<file path="src/include/ptcg_pkg.sv">
// package of register map, field layout and timing constants for the pack thermal/current guard
// Functional notes
// cold below suspend limit: temporary fail, charge off
// cold suspend clears on warming or removal
// below cold inhibit: zero charge request, charge off
// above hot inhibit: zero charge request
// hot while charging: temporary fail, present status
// hot suspend clears on recover, adapter or removal
// discharge overheat: both switches off, present status
// overheat clears on recover; removal unless fixed
// charging above fatal limit with enable: permanent
// discharging above fatal limit with enable: permanent
// current at or above charge threshold is charging
// current at or below discharge threshold: discharging
// leak through off switch for time: failed
// end discharge alarm below voltage, hysteresis flag
// add signed offset to each temperature sample
// add signed offset to each coulomb sample
// current inside ignore band reads as zero
// below power off voltage: shut down, switches off
// configuration bit selects fixed battery mode
// all decisions update on each sample's cycle; switch failure sets on any cycle once the leak time is reached
package ptcg_pkg;
  localparam int CLK_HZ = 200_000_000;
  localparam int SECOND_S = 1;
  localparam int CYCLES_PER_SECOND = CLK_HZ * SECOND_S;
  localparam int ADDR_W = 12;
  localparam int DATA_W = 32;
  localparam int NSLOT = 20;
  // register indices; byte address is four times the index
  localparam logic [8:0] IDX_CHG_INH_COLD = 9'h046;
  localparam logic [8:0] IDX_CHG_INH_HOT = 9'h047;
  localparam logic [8:0] IDX_END_DSG_V = 9'h067;
  localparam logic [8:0] IDX_CHG_SUS_HOT = 9'h06d;
  localparam logic [8:0] IDX_CHG_SUS_HOT_REC = 9'h06f;
  localparam logic [8:0] IDX_DSG_HOT = 9'h071;
  localparam logic [8:0] IDX_DSG_HOT_REC = 9'h073;
  localparam logic [8:0] IDX_CHG_FATAL_HOT = 9'h075;
  localparam logic [8:0] IDX_DSG_FATAL_HOT = 9'h077;
  localparam logic [8:0] IDX_CHG_SUS_COLD = 9'h079;
  localparam logic [8:0] IDX_IGNORE_BAND = 9'h07b;
  localparam logic [8:0] IDX_POWER_OFF_V = 9'h07c;
  localparam logic [8:0] IDX_TEMP_CAL = 9'h0d6;
  localparam logic [8:0] IDX_COULOMB_CAL = 9'h0d7;
  localparam logic [8:0] IDX_CHG_SENSE = 9'h113;
  localparam logic [8:0] IDX_DSG_SENSE = 9'h115;
  localparam logic [8:0] IDX_LEAK_CHG = 9'h125;
  localparam logic [8:0] IDX_LEAK_DSG = 9'h127;
  localparam logic [8:0] IDX_LEAK_TIME = 9'h129;
  localparam logic [8:0] IDX_CONTROL = 9'h140;
  localparam logic [8:0] IDX_STATUS = 9'h141;
  // slot table: index and implemented bits, slot order fixed below
  localparam logic [8:0] SLOT_IDX [NSLOT] = '{IDX_CHG_INH_COLD, IDX_CHG_INH_HOT, IDX_END_DSG_V,
    IDX_CHG_SUS_HOT, IDX_CHG_SUS_HOT_REC, IDX_DSG_HOT, IDX_DSG_HOT_REC, IDX_CHG_FATAL_HOT,
    IDX_DSG_FATAL_HOT, IDX_CHG_SUS_COLD, IDX_IGNORE_BAND, IDX_POWER_OFF_V, IDX_TEMP_CAL,
    IDX_COULOMB_CAL, IDX_CHG_SENSE, IDX_DSG_SENSE, IDX_LEAK_CHG, IDX_LEAK_DSG, IDX_LEAK_TIME,
    IDX_CONTROL};
  localparam logic [15:0] SLOT_MASK [NSLOT] = '{16'h00ff, 16'hffff, 16'hffff, 16'hffff,
    16'hffff, 16'hffff, 16'hffff, 16'hffff, 16'hffff, 16'h00ff, 16'h00ff, 16'hffff, 16'h00ff,
    16'h00ff, 16'hffff, 16'hffff, 16'hffff, 16'hffff, 16'h00ff, 16'h0007};
  localparam logic [15:0] SLOT_RESET = 16'h0000;
  localparam int S_CINH_COLD = 0;
  localparam int S_CINH_HOT = 1;
  localparam int S_END_V = 2;
  localparam int S_CSUS_HOT = 3;
  localparam int S_CSUS_REC = 4;
  localparam int S_DHOT = 5;
  localparam int S_DHOT_REC = 6;
  localparam int S_CFATAL = 7;
  localparam int S_DFATAL = 8;
  localparam int S_CSUS_COLD = 9;
  localparam int S_BAND = 10;
  localparam int S_POFF_V = 11;
  localparam int S_TCAL = 12;
  localparam int S_CCAL = 13;
  localparam int S_CSENSE = 14;
  localparam int S_DSENSE = 15;
  localparam int S_LEAK_C = 16;
  localparam int S_LEAK_D = 17;
  localparam int S_LEAK_T = 18;
  localparam int S_CTRL = 19;
  // control bits
  localparam int CTRL_FIXED = 0;
  localparam int CTRL_CFATAL_EN = 1;
  localparam int CTRL_DFATAL_EN = 2;
  // status bits
  localparam int ST_COLD_SUS = 0;
  localparam int ST_HOT_SUS = 1;
  localparam int ST_DSG_HOT = 2;
  localparam int ST_PERM = 3;
  localparam int ST_CHG_ZERO = 4;
  localparam int ST_END_ALARM = 5;
  localparam int ST_LEAK_C = 6;
  localparam int ST_LEAK_D = 7;
  localparam int ST_SHUTDOWN = 8;
  localparam int ST_PRESENT = 9;
  localparam int ST_CHARGING = 10;
  localparam int ST_DISCHARGING = 11;
  localparam int ST_CHG_SW = 12;
  localparam int ST_DSG_SW = 13;
endpackage

</file>
<file path="src/rtl/ptcg_guard.sv">
// pack thermal/current guard: threshold supervision with a classic wishbone register slave
`timescale 1ns/1ps
module ptcg_guard #(
  parameter int TICKS_PER_SEC = ptcg_pkg::CYCLES_PER_SECOND
) (
  input wire logic clk,
  input wire logic rst_n,
  input wire logic wb_cyc_i,
  input wire logic wb_stb_i,
  input wire logic wb_we_i,
  input wire logic [ptcg_pkg::ADDR_W-1:0] wb_adr_i,
  input wire logic [3:0] wb_sel_i,
  input wire logic [ptcg_pkg::DATA_W-1:0] wb_dat_i,
  output logic [ptcg_pkg::DATA_W-1:0] wb_dat_o,
  output logic wb_ack_o,
  input wire logic meas_valid,
  input wire logic [15:0] temp_raw,
  input wire logic [15:0] current_raw,
  input wire logic [15:0] voltage_raw,
  input wire logic [15:0] coulomb_raw,
  input wire logic pack_present_pin,
  input wire logic adapter_present_pin,
  input wire logic cell_undervoltage_flag,
  output logic charge_switch,
  output logic discharge_switch,
  output logic pack_manager_status,
  output logic charge_request_zero,
  output logic end_discharge_alarm,
  output logic temp_failure,
  output logic perm_failure,
  output logic switch_failure,
  output logic shutdown_req,
  output logic [15:0] temp_calibrated,
  output logic [15:0] current_filtered,
  output logic [15:0] coulomb_calibrated
);
  import ptcg_pkg::*;

  // pin synchronisers
  logic [2:0] sync1_ff, sync2_ff;
  logic present, adapter, cuv;
  always_ff @(posedge clk) begin
    if (!rst_n) begin
      sync1_ff <= 3'h0;
      sync2_ff <= 3'h0;
    end else begin
      sync1_ff <= {cell_undervoltage_flag, adapter_present_pin, pack_present_pin};
      sync2_ff <= sync1_ff;
    end
  end
  assign present = sync2_ff[0];
  assign adapter = sync2_ff[1];
  assign cuv = sync2_ff[2];

  // register file and wishbone slave
  logic [15:0] cfg_ff [NSLOT];
  logic [15:0] nxt_cfg [NSLOT];
  logic ack_ff, nxt_ack;
  logic [DATA_W-1:0] rdat_ff, nxt_rdat;
  logic [15:0] status;
  logic [8:0] idx;
  logic req;
  assign idx = wb_adr_i[10:2];
  assign req = wb_cyc_i && wb_stb_i && !ack_ff;

  always_comb begin
    nxt_ack = req;
    nxt_rdat = '0;
    for (int s = 0; s < NSLOT; s++) begin
      nxt_cfg[s] = cfg_ff[s];
      if (req && idx == SLOT_IDX[s] && wb_adr_i[ADDR_W-1] == 1'b0) begin
        if (wb_we_i) begin
          if (wb_sel_i[0]) nxt_cfg[s][7:0] = wb_dat_i[7:0] & SLOT_MASK[s][7:0];
          if (wb_sel_i[1]) nxt_cfg[s][15:8] = wb_dat_i[15:8] & SLOT_MASK[s][15:8];
        end else begin
          nxt_rdat = {16'h0000, cfg_ff[s]};
        end
      end
    end
    // status sits after the writable slots and ignores writes
    if (req && !wb_we_i && idx == IDX_STATUS && wb_adr_i[ADDR_W-1] == 1'b0) begin
      nxt_rdat = {16'h0000, status};
    end
  end

  always_ff @(posedge clk) begin
    if (!rst_n) begin
      ack_ff <= 1'b0;
      rdat_ff <= '0;
      for (int s = 0; s < NSLOT; s++) cfg_ff[s] <= SLOT_RESET;
    end else begin
      ack_ff <= nxt_ack;
      rdat_ff <= nxt_rdat;
      for (int s = 0; s < NSLOT; s++) cfg_ff[s] <= nxt_cfg[s];
    end
  end
  assign wb_ack_o = ack_ff;
  assign wb_dat_o = rdat_ff;

  // sample arithmetic in 18-bit signed so the temperature offset never wraps; the coulomb offset is added in 16 bits and wraps
  logic signed [17:0] t_cal, i_raw, i_eff, v_s;
  logic [15:0] i_mag;
  logic signed [17:0] cold_sus_lim, cold_inh_lim;
  logic fixed_mode;
  assign fixed_mode = cfg_ff[S_CTRL][CTRL_FIXED];
  assign t_cal = 18'(signed'(temp_raw)) + 18'(signed'(cfg_ff[S_TCAL][7:0]));
  assign i_raw = 18'(signed'(current_raw));
  assign i_mag = current_raw[15] ? 16'(-current_raw) : current_raw;
  assign i_eff = (i_mag < {8'h00, cfg_ff[S_BAND][7:0]}) ? 18'sh0_0000 : i_raw;
  assign v_s = 18'({2'b00, voltage_raw});
  assign cold_sus_lim = 18'(signed'(cfg_ff[S_CSUS_COLD][7:0]));
  assign cold_inh_lim = 18'(signed'(cfg_ff[S_CINH_COLD][7:0]));

  function automatic logic signed [17:0] sx16(input logic [15:0] v);
    sx16 = 18'(signed'(v));
  endfunction

  logic charging, discharging;
  logic below_cold_sus, above_cold_sus, below_cold_inh, above_hot_inh;
  logic above_hot_sus, below_hot_rec, above_dsg_hot, below_dsg_rec;
  logic above_cfatal, above_dfatal, below_end_v, above_end_v, below_poff;
  assign charging = i_eff >= sx16(cfg_ff[S_CSENSE]);
  assign discharging = i_eff <= sx16(cfg_ff[S_DSENSE]);
  assign below_cold_sus = t_cal < cold_sus_lim;
  assign above_cold_sus = t_cal > cold_sus_lim;
  assign below_cold_inh = t_cal < cold_inh_lim;
  assign above_hot_inh = t_cal > sx16(cfg_ff[S_CINH_HOT]);
  assign above_hot_sus = t_cal > sx16(cfg_ff[S_CSUS_HOT]);
  assign below_hot_rec = t_cal < sx16(cfg_ff[S_CSUS_REC]);
  assign above_dsg_hot = t_cal > sx16(cfg_ff[S_DHOT]);
  assign below_dsg_rec = t_cal < sx16(cfg_ff[S_DHOT_REC]);
  assign above_cfatal = t_cal > sx16(cfg_ff[S_CFATAL]);
  assign above_dfatal = t_cal > sx16(cfg_ff[S_DFATAL]);
  assign below_end_v = v_s < 18'({2'b00, cfg_ff[S_END_V]});
  assign above_end_v = v_s > 18'({2'b00, cfg_ff[S_END_V]});
  assign below_poff = v_s < 18'({2'b00, cfg_ff[S_POFF_V]});

  // second prescaler drives the leak duration counters
  logic [31:0] pre_ff, nxt_pre;
  logic sec_tick;
  assign sec_tick = pre_ff == 32'(TICKS_PER_SEC - 1);
  always_comb nxt_pre = sec_tick ? 32'h0000_0000 : pre_ff + 32'h0000_0001;
  always_ff @(posedge clk) begin
    if (!rst_n) pre_ff <= 32'h0000_0000;
    else pre_ff <= nxt_pre;
  end

  // supervision state
  logic cold_sus_ff, hot_sus_ff, dsg_hot_ff, perm_ff, inh_ff, alarm_ff, shut_ff;
  logic chg_sw_ff, dsg_sw_ff, present_st_ff, chg_det_ff, dsg_det_ff;
  logic nxt_cold_sus, nxt_hot_sus, nxt_dsg_hot, nxt_perm, nxt_inh, nxt_alarm, nxt_shut;
  logic nxt_chg_sw, nxt_dsg_sw, nxt_present_st, nxt_chg_det, nxt_dsg_det;
  logic [1:0] leak_on_ff, nxt_leak_on, leak_fail_ff, nxt_leak_fail;
  logic [7:0] leak_cnt_ff [2];
  logic [7:0] nxt_leak_cnt [2];
  logic [15:0] t_out_ff, i_out_ff, cc_out_ff, nxt_t_out, nxt_i_out, nxt_cc_out;
  logic [1:0] leak_cond;
  logic block_chg;
  logic sw_fail_ff;

  // leak through an off switch in its own current direction
  assign leak_cond[0] = !chg_sw_ff && i_eff >= sx16(cfg_ff[S_LEAK_C]);
  assign leak_cond[1] = !dsg_sw_ff && i_eff <= sx16(cfg_ff[S_LEAK_D]);

  always_comb begin
    nxt_cold_sus = cold_sus_ff;
    nxt_hot_sus = hot_sus_ff;
    nxt_dsg_hot = dsg_hot_ff;
    nxt_perm = perm_ff;
    nxt_inh = inh_ff;
    nxt_alarm = alarm_ff;
    nxt_shut = shut_ff;
    nxt_chg_det = chg_det_ff;
    nxt_dsg_det = dsg_det_ff;
    nxt_leak_on = leak_on_ff;
    nxt_t_out = t_out_ff;
    nxt_i_out = i_out_ff;
    nxt_cc_out = cc_out_ff;
    block_chg = 1'b0;
    if (meas_valid) begin
      nxt_t_out = t_cal[15:0];
      nxt_i_out = i_eff[15:0];
      nxt_cc_out = 16'(coulomb_raw + {{8{cfg_ff[S_CCAL][7]}}, cfg_ff[S_CCAL][7:0]});
      nxt_chg_det = charging;
      nxt_dsg_det = discharging;
      nxt_leak_on = leak_cond;
      // clears first, sets after, so a set in the same sample wins
      if (above_cold_sus || !present) nxt_cold_sus = 1'b0;
      if (below_cold_sus) nxt_cold_sus = 1'b1;
      if (below_hot_rec || !adapter || !present) nxt_hot_sus = 1'b0;
      if (above_hot_sus && charging) nxt_hot_sus = 1'b1;
      if (below_dsg_rec || (!present && !fixed_mode)) nxt_dsg_hot = 1'b0;
      if (above_dsg_hot) nxt_dsg_hot = 1'b1;
      if (charging && above_cfatal && cfg_ff[S_CTRL][CTRL_CFATAL_EN]) nxt_perm = 1'b1;
      if (discharging && above_dfatal && cfg_ff[S_CTRL][CTRL_DFATAL_EN]) nxt_perm = 1'b1;
      nxt_inh = below_cold_inh || above_hot_inh;
      if (above_end_v && !cuv) nxt_alarm = 1'b0;
      if (below_end_v) nxt_alarm = 1'b1;
      if (below_poff) nxt_shut = 1'b1;
    end
    // switches move only on a sample, so they stay open after reset until a measurement arrives
    block_chg = nxt_cold_sus || nxt_hot_sus || nxt_dsg_hot || nxt_perm || nxt_shut
      || (nxt_inh && below_cold_inh);
    nxt_chg_sw = meas_valid ? !block_chg : chg_sw_ff;
    nxt_dsg_sw = meas_valid ? !(nxt_dsg_hot || nxt_perm || nxt_shut) : dsg_sw_ff;
    nxt_present_st = nxt_cold_sus || nxt_hot_sus || nxt_dsg_hot;
  end

  genvar g;
  generate
    for (g = 0; g < 2; g++) begin : g_leak
      always_comb begin
        nxt_leak_cnt[g] = leak_cnt_ff[g];
        nxt_leak_fail[g] = leak_fail_ff[g];
        if (meas_valid && !leak_cond[g]) begin
          nxt_leak_cnt[g] = 8'h00;
        end else if (leak_on_ff[g] && sec_tick && leak_cnt_ff[g] != 8'hff) begin
          nxt_leak_cnt[g] = leak_cnt_ff[g] + 8'h01;
        end
        if (leak_on_ff[g] && leak_cnt_ff[g] >= cfg_ff[S_LEAK_T][7:0]
            && cfg_ff[S_LEAK_T][7:0] != 8'h00) begin
          nxt_leak_fail[g] = 1'b1;
        end
      end
      always_ff @(posedge clk) begin
        if (!rst_n) begin
          leak_cnt_ff[g] <= 8'h00;
          leak_fail_ff[g] <= 1'b0;
        end else begin
          leak_cnt_ff[g] <= nxt_leak_cnt[g];
          leak_fail_ff[g] <= nxt_leak_fail[g];
        end
      end
    end
  endgenerate

  always_ff @(posedge clk) begin
    if (!rst_n) begin
      cold_sus_ff <= 1'b0;
      hot_sus_ff <= 1'b0;
      dsg_hot_ff <= 1'b0;
      perm_ff <= 1'b0;
      inh_ff <= 1'b0;
      alarm_ff <= 1'b0;
      shut_ff <= 1'b0;
      chg_sw_ff <= 1'b0;
      dsg_sw_ff <= 1'b0;
      present_st_ff <= 1'b0;
      chg_det_ff <= 1'b0;
      dsg_det_ff <= 1'b0;
      leak_on_ff <= 2'b00;
      sw_fail_ff <= 1'b0;
      t_out_ff <= 16'h0000;
      i_out_ff <= 16'h0000;
      cc_out_ff <= 16'h0000;
    end else begin
      cold_sus_ff <= nxt_cold_sus;
      hot_sus_ff <= nxt_hot_sus;
      dsg_hot_ff <= nxt_dsg_hot;
      perm_ff <= nxt_perm;
      inh_ff <= nxt_inh;
      alarm_ff <= nxt_alarm;
      shut_ff <= nxt_shut;
      chg_sw_ff <= nxt_chg_sw;
      dsg_sw_ff <= nxt_dsg_sw;
      present_st_ff <= nxt_present_st;
      chg_det_ff <= nxt_chg_det;
      dsg_det_ff <= nxt_dsg_det;
      leak_on_ff <= nxt_leak_on;
      sw_fail_ff <= |nxt_leak_fail;
      t_out_ff <= nxt_t_out;
      i_out_ff <= nxt_i_out;
      cc_out_ff <= nxt_cc_out;
    end
  end

  assign status = {2'b00, dsg_sw_ff, chg_sw_ff, dsg_det_ff, chg_det_ff, present_st_ff, shut_ff,
    leak_fail_ff[1], leak_fail_ff[0], alarm_ff, inh_ff, perm_ff, dsg_hot_ff, hot_sus_ff, cold_sus_ff};
  assign charge_switch = chg_sw_ff;
  assign discharge_switch = dsg_sw_ff;
  assign pack_manager_status = present_st_ff;
  assign charge_request_zero = inh_ff;
  assign end_discharge_alarm = alarm_ff;
  // the present status flop already holds the or of the three temperature failures
  assign temp_failure = present_st_ff;
  assign perm_failure = perm_ff;
  assign switch_failure = sw_fail_ff;
  assign shutdown_req = shut_ff;
  assign temp_calibrated = t_out_ff;
  assign current_filtered = i_out_ff;
  assign coulomb_calibrated = cc_out_ff;
endmodule
</file>
<file path="config.mk">
export PLATFORM = sky130hd
export DESIGN_NAME = ptcg_guard
export DESIGN_NICKNAME = d
export VERILOG_FILES = /design/src/include/ptcg_pkg.sv /design/src/rtl/ptcg_guard.sv
export SDC_FILE = /design/constraint.sdc
export NUM_CORES = 1
export LEC_CHECK = 0
export ABC_AREA = 0
export BUFFER_PORTS_ARGS = -buffer_cell sky130_fd_sc_hd__buf_2
export CAP_MARGIN = 10
export CORE_ASPECT_RATIO = 1.2
export CORE_MARGIN = 3
export CORE_UTILIZATION = 35
export CTS_CLUSTER_SIZE = 8
export DETAILED_ROUTE_END_ITERATION = 7
export PLACE_DENSITY = 0.6
export REMOVE_ABC_BUFFERS = 1
export SYNTH_ARGS = -nofsm -noshare
export SYNTH_HDL_FRONTEND = slang
export SYNTH_SLANG_ARGS = --single-unit
</file>
<file path="constraint.sdc">
create_clock -name clk -period 5.99 [get_ports clk]
set_input_delay 1.198 -clock clk [delete_from_list [all_inputs] [get_ports clk]]
set_output_delay 1.198 -clock clk [all_outputs]
set_load 0.03 [all_outputs]
</file>
==> flow_summary_export.csv <==
group,metric,value,unit
status,outcome,"finished clean",
timing,worstMarginPinSlew,1.27,ns
clock_tree,cts-root-buf,"clkbuf_16",
critical_path,r2r_setup_slack,0.73,ns
synth,yosysTopAreaCell,"dfxtp_1",
power_and_ir_drop,power.share.clock,45.7,%
synth,synth-seq-area-share,31.1,%
synth,synthArstFlopShare,0,%
clock_tree,clk_latency,0.63,ns
placed_design,dpl-instance-area,27800,µm²
min_path,whs_path_depth,1,
cells_and_area,final_core_util,40.9,%
timing,rsz0062_at_grt,"false",
grt,first_global_vias,22625,
power_and_ir_drop,p_int,4.57,mW
cells_and_area,layout.nets,3751,
grt,antenna_found_initial,5,
route,wl_per_cell,23.2,µm
timing,drv_slew,0,
critical_path,worstRegToRegCells,19,
placed_design,place_congestion,0.975,
synth,synthFlopType,"dfxtp_1",
synth,syn_area_per_cell,8.14,µm²
route,drt_iter0_drc,2327,
die,die_h,301,µm
critical_path,start_kind,"input pin",
critical_path,cp_cell_sequence,"buf_2 > ha_1 > a211oi_1 > o21bai_1 > a21o_1 > a2111oi_0 > buf_4 > o31a_1 > a21oi_1 > xor2_2 > ha_1 > nand4_1 > nor3_1 > o21ai_0 > a31oi_1 > o21ai_0 > mux2_2 > nor4_1 > nand3_1 > o21ai_0",
synth,yosysTopAreaCellShare,31.1,%
synth,synth_edf_count,0,
cells_and_area,drive_above_1_share,11.7,%
synth,ys_top_cells_by_area,"dfxtp_1 31%, ha_1 15%, mux2i_1 5.8%, nand2_1 5.1%, a21oi_1 3.8%",
route,avgViaCountPerCell,5.65,
timing,slew_headroom,14.9,%
min_path,hold_start,"sync1_ff[1]$_SDFF_PN0_",
clock_tree,clkTransAtPathRegs,0.05,ns
synth,synth_most_common_cell,"dfxtp_1",
critical_path,crit_top_cell,"o21ai_0",
route,drc,0,
timing,hold_slack,0.429,ns
placed_design,dpl.hpwl,74200,µm
timing,finClkSkew,0.0345,ns
min_path,min_to,"sync2_ff[1]$_SDFF_PN0_",
die,die_width,252,µm
grt,grt_overflow,0,
clock_tree,clkSinkCount,395,
power_and_ir_drop,power_density,215,nW/µm²
critical_path,cpPeakStageDelay,0.58,ns
power_and_ir_drop,p_comb_share,11.7,%
cells_and_area,postLayoutCellArea,29300,µm²
timing,fmax,0.184,GHz
synth,synthTopCellsByCount,"395 x dfxtp_1, 347 x nand2_1, 303 x ha_1",
timing,period_share,90.8,%
critical_path,r2r-end,"charge_switch$_SDFFE_PN0P_",
die,fp.dieArea,75900,µm²
grt,grtUsageTotal,25.4,%
die,pin_count,211,
flow_run,maxCapViolations,0,
route,routed_wl,98800,µm
critical_path,crit_slowest_cell,"xor2_2",
power_and_ir_drop,p_leak,11.2,nW
route,drt_pass1_iterations,7,
critical_path,endpoint_kind,"flip-flop",
synth,synth_seq_cells,395,
critical_path,r2r-start,"cfg_ff[3][1]$_SDFFE_PN0P_",
cells_and_area,area_growth_syn_to_layout,15.1,%
die,coreArea,71500,µm²
synth,yosysWarnings,0,
critical_path,required,6.53,ns
clock_tree,cts_tree,"built",
grt,grt_max_degree,73,
clock_tree,hold_buffers,0,
critical_path,critical_path_class,"in2reg",
grt,grt_pass1_wl,145000,µm
synth,synthesis.area,25400,µm²
power_and_ir_drop,p_seq_share,42.6,%
timing,hold_viol,0,
timing,period_minus_slack,5.44,ns
route,vias,24121,
timing,setup_viol,0,
power_and_ir_drop,switching_share,27.5,%
min_path,hold_path_class,"reg2reg",
clock_tree,htree_levels,2,
die,start_util,35.5,%
die,rows,107,
synth,synthDistinctLibCells,77,
route,drtAntennaViolNets,0,
synth,synthCells,3122,
power_and_ir_drop,switchingPower,1.73,mW
critical_path,path_max_fanout,8,
critical_path,worstPathArrival,5.98,ns
placed_design,io_buffers,174,
power_and_ir_drop,peakVddDrop,0.200,mV
clock_tree,ctsLongestPathBuffers,3,
clock_tree,cts_buffers,56,
[what timing repair did]
item | in CTS | in global routing
hold endpoints to repair | 0 | 0
gates resized for setup | 0 | 1
endpoints found under the setup margin | 0 | 1
buffers inserted | 0 | 0
[registers in the layout, summed over array words and instances (netlist names), 3 cells and up]
register            flops
cfg_ff                259
temp_calibrated        16
sync1_ff                3
coulomb_calibrated     16
leak_cnt_ff            16
sync2_ff                3
current_filtered       16
wb_dat_o               16
pre_ff                 32
[through the flow]
step / total power, mW / TNS [ns] / worst slack (ns) / instances
floorplan: 3.11 / 0 / 0.0503 / 2981
global placement: 3.46 / -0.820 / -0.328 / 4193
detailed placement: 3.46 / -0.866 / -0.333 / 4193
CTS: 6.35 / 0 / 0.306 / 4261
global route: 6.51 / 0 / 0.131 / 4263
finish: 6.30 / 0 / 0.549 / 4266
[worst max path at each step]
stage | from | end | slack, ns | depth (start not counted)
3_5_place_dp | temp_raw[1] | charge_switch$_SDFFE_PN0P_ | -0.33 | 20
3_3_place_gp | temp_raw[1] | charge_switch$_SDFFE_PN0P_ | -0.33 | 20
5_1_grt | current_raw[1] | charge_switch$_SDFFE_PN0P_ | 0.13 | 21
2_1_floorplan | current_raw[1] | discharge_switch$_SDFFE_PN0P_ | 0.05 | 18
4_1_cts | temp_raw[1] | charge_switch$_SDFFE_PN0P_ | 0.31 | 20
6_report | temp_raw[1] | charge_switch$_SDFFE_PN0P_ | 0.55 | 20
[per-layer routing]
metal,vias up,share of wire (%),wire [µm],global-route usage (%)
met5,-,0.019,19,0
met4,2,5.6,5500,11.6
met3,291,7.7,7650,4.54
met2,1037,46,45700,42.9
met1,11370,40,40000,31.4
li1,11421,-,-,-
[power groups by stage]
stage	logic, mW	clock network [mW]	registers, mW
2_1_floorplan	0.335	0	2.77
3_3_place_gp	0.722	0	2.74
3_5_place_dp	0.726	0	2.74
4_1_cts	0.730	2.94	2.68
5_1_grt	0.801	3.03	2.68
6_report	0.739	2.88	2.68
[worst max-delay path, delay by kind of cell]
family,cells,cell delay [ns]
AND/OR/NAND/NOR,4,1.05
AO/OA/AOI/OAI,10,1.99
XOR/XNOR,1,0.58
multiplexers,1,0.32
adder cells (fa/ha/maj),2,0.54
buffers and inverters,2,0.30
[cells by family after synthesis]
family,Yosys count,synth area share [%]
adders and majority gates,305,15.1
buffers and inverters,414,6.43
and+or+nand+nor,1098,21.0
AOI/OAI and AO/OA,681,17.7
other,1,0.0148
muxes,151,5.96
xor gates and xnor gates,77,2.65
DFF,395,31.1
[cell usage in the layout, fill, tap and decap left out, drive strengths merged, types with 18 or more instances in the layout]
cell type  count
buf          286
o221ai        18
o21ai         99
nand3b        19
mux2i        148
a222oi        19
xor2          45
and2          33
nand3        166
a21oi        195
nand4         58
nand2b        35
clkbuf        64
o22ai         26
nor2b         83
o21a          19
inv          259
a22oi         27
xnor2         32
nand2        348
nor3          51
a21boi        93
a31oi         20
a211oi        21
a21o          43
nor4          18
dfxtp        395
nor2         220
ha           303
[layout make-up]
class / count / area, µm²
fill: 7301 / 42200
inverter: 258 / 973
tap: 926 / 1160
clock buffer: 64 / 1430
antenna: 5 / 12.5
sequential: 395 / 7910
clock inverter: 4 / 52.6
multi-input combinational: 2328 / 16000
timing repair buffer: 286 / 1750
Note: power is estimated with default switching activity, not from simulation.
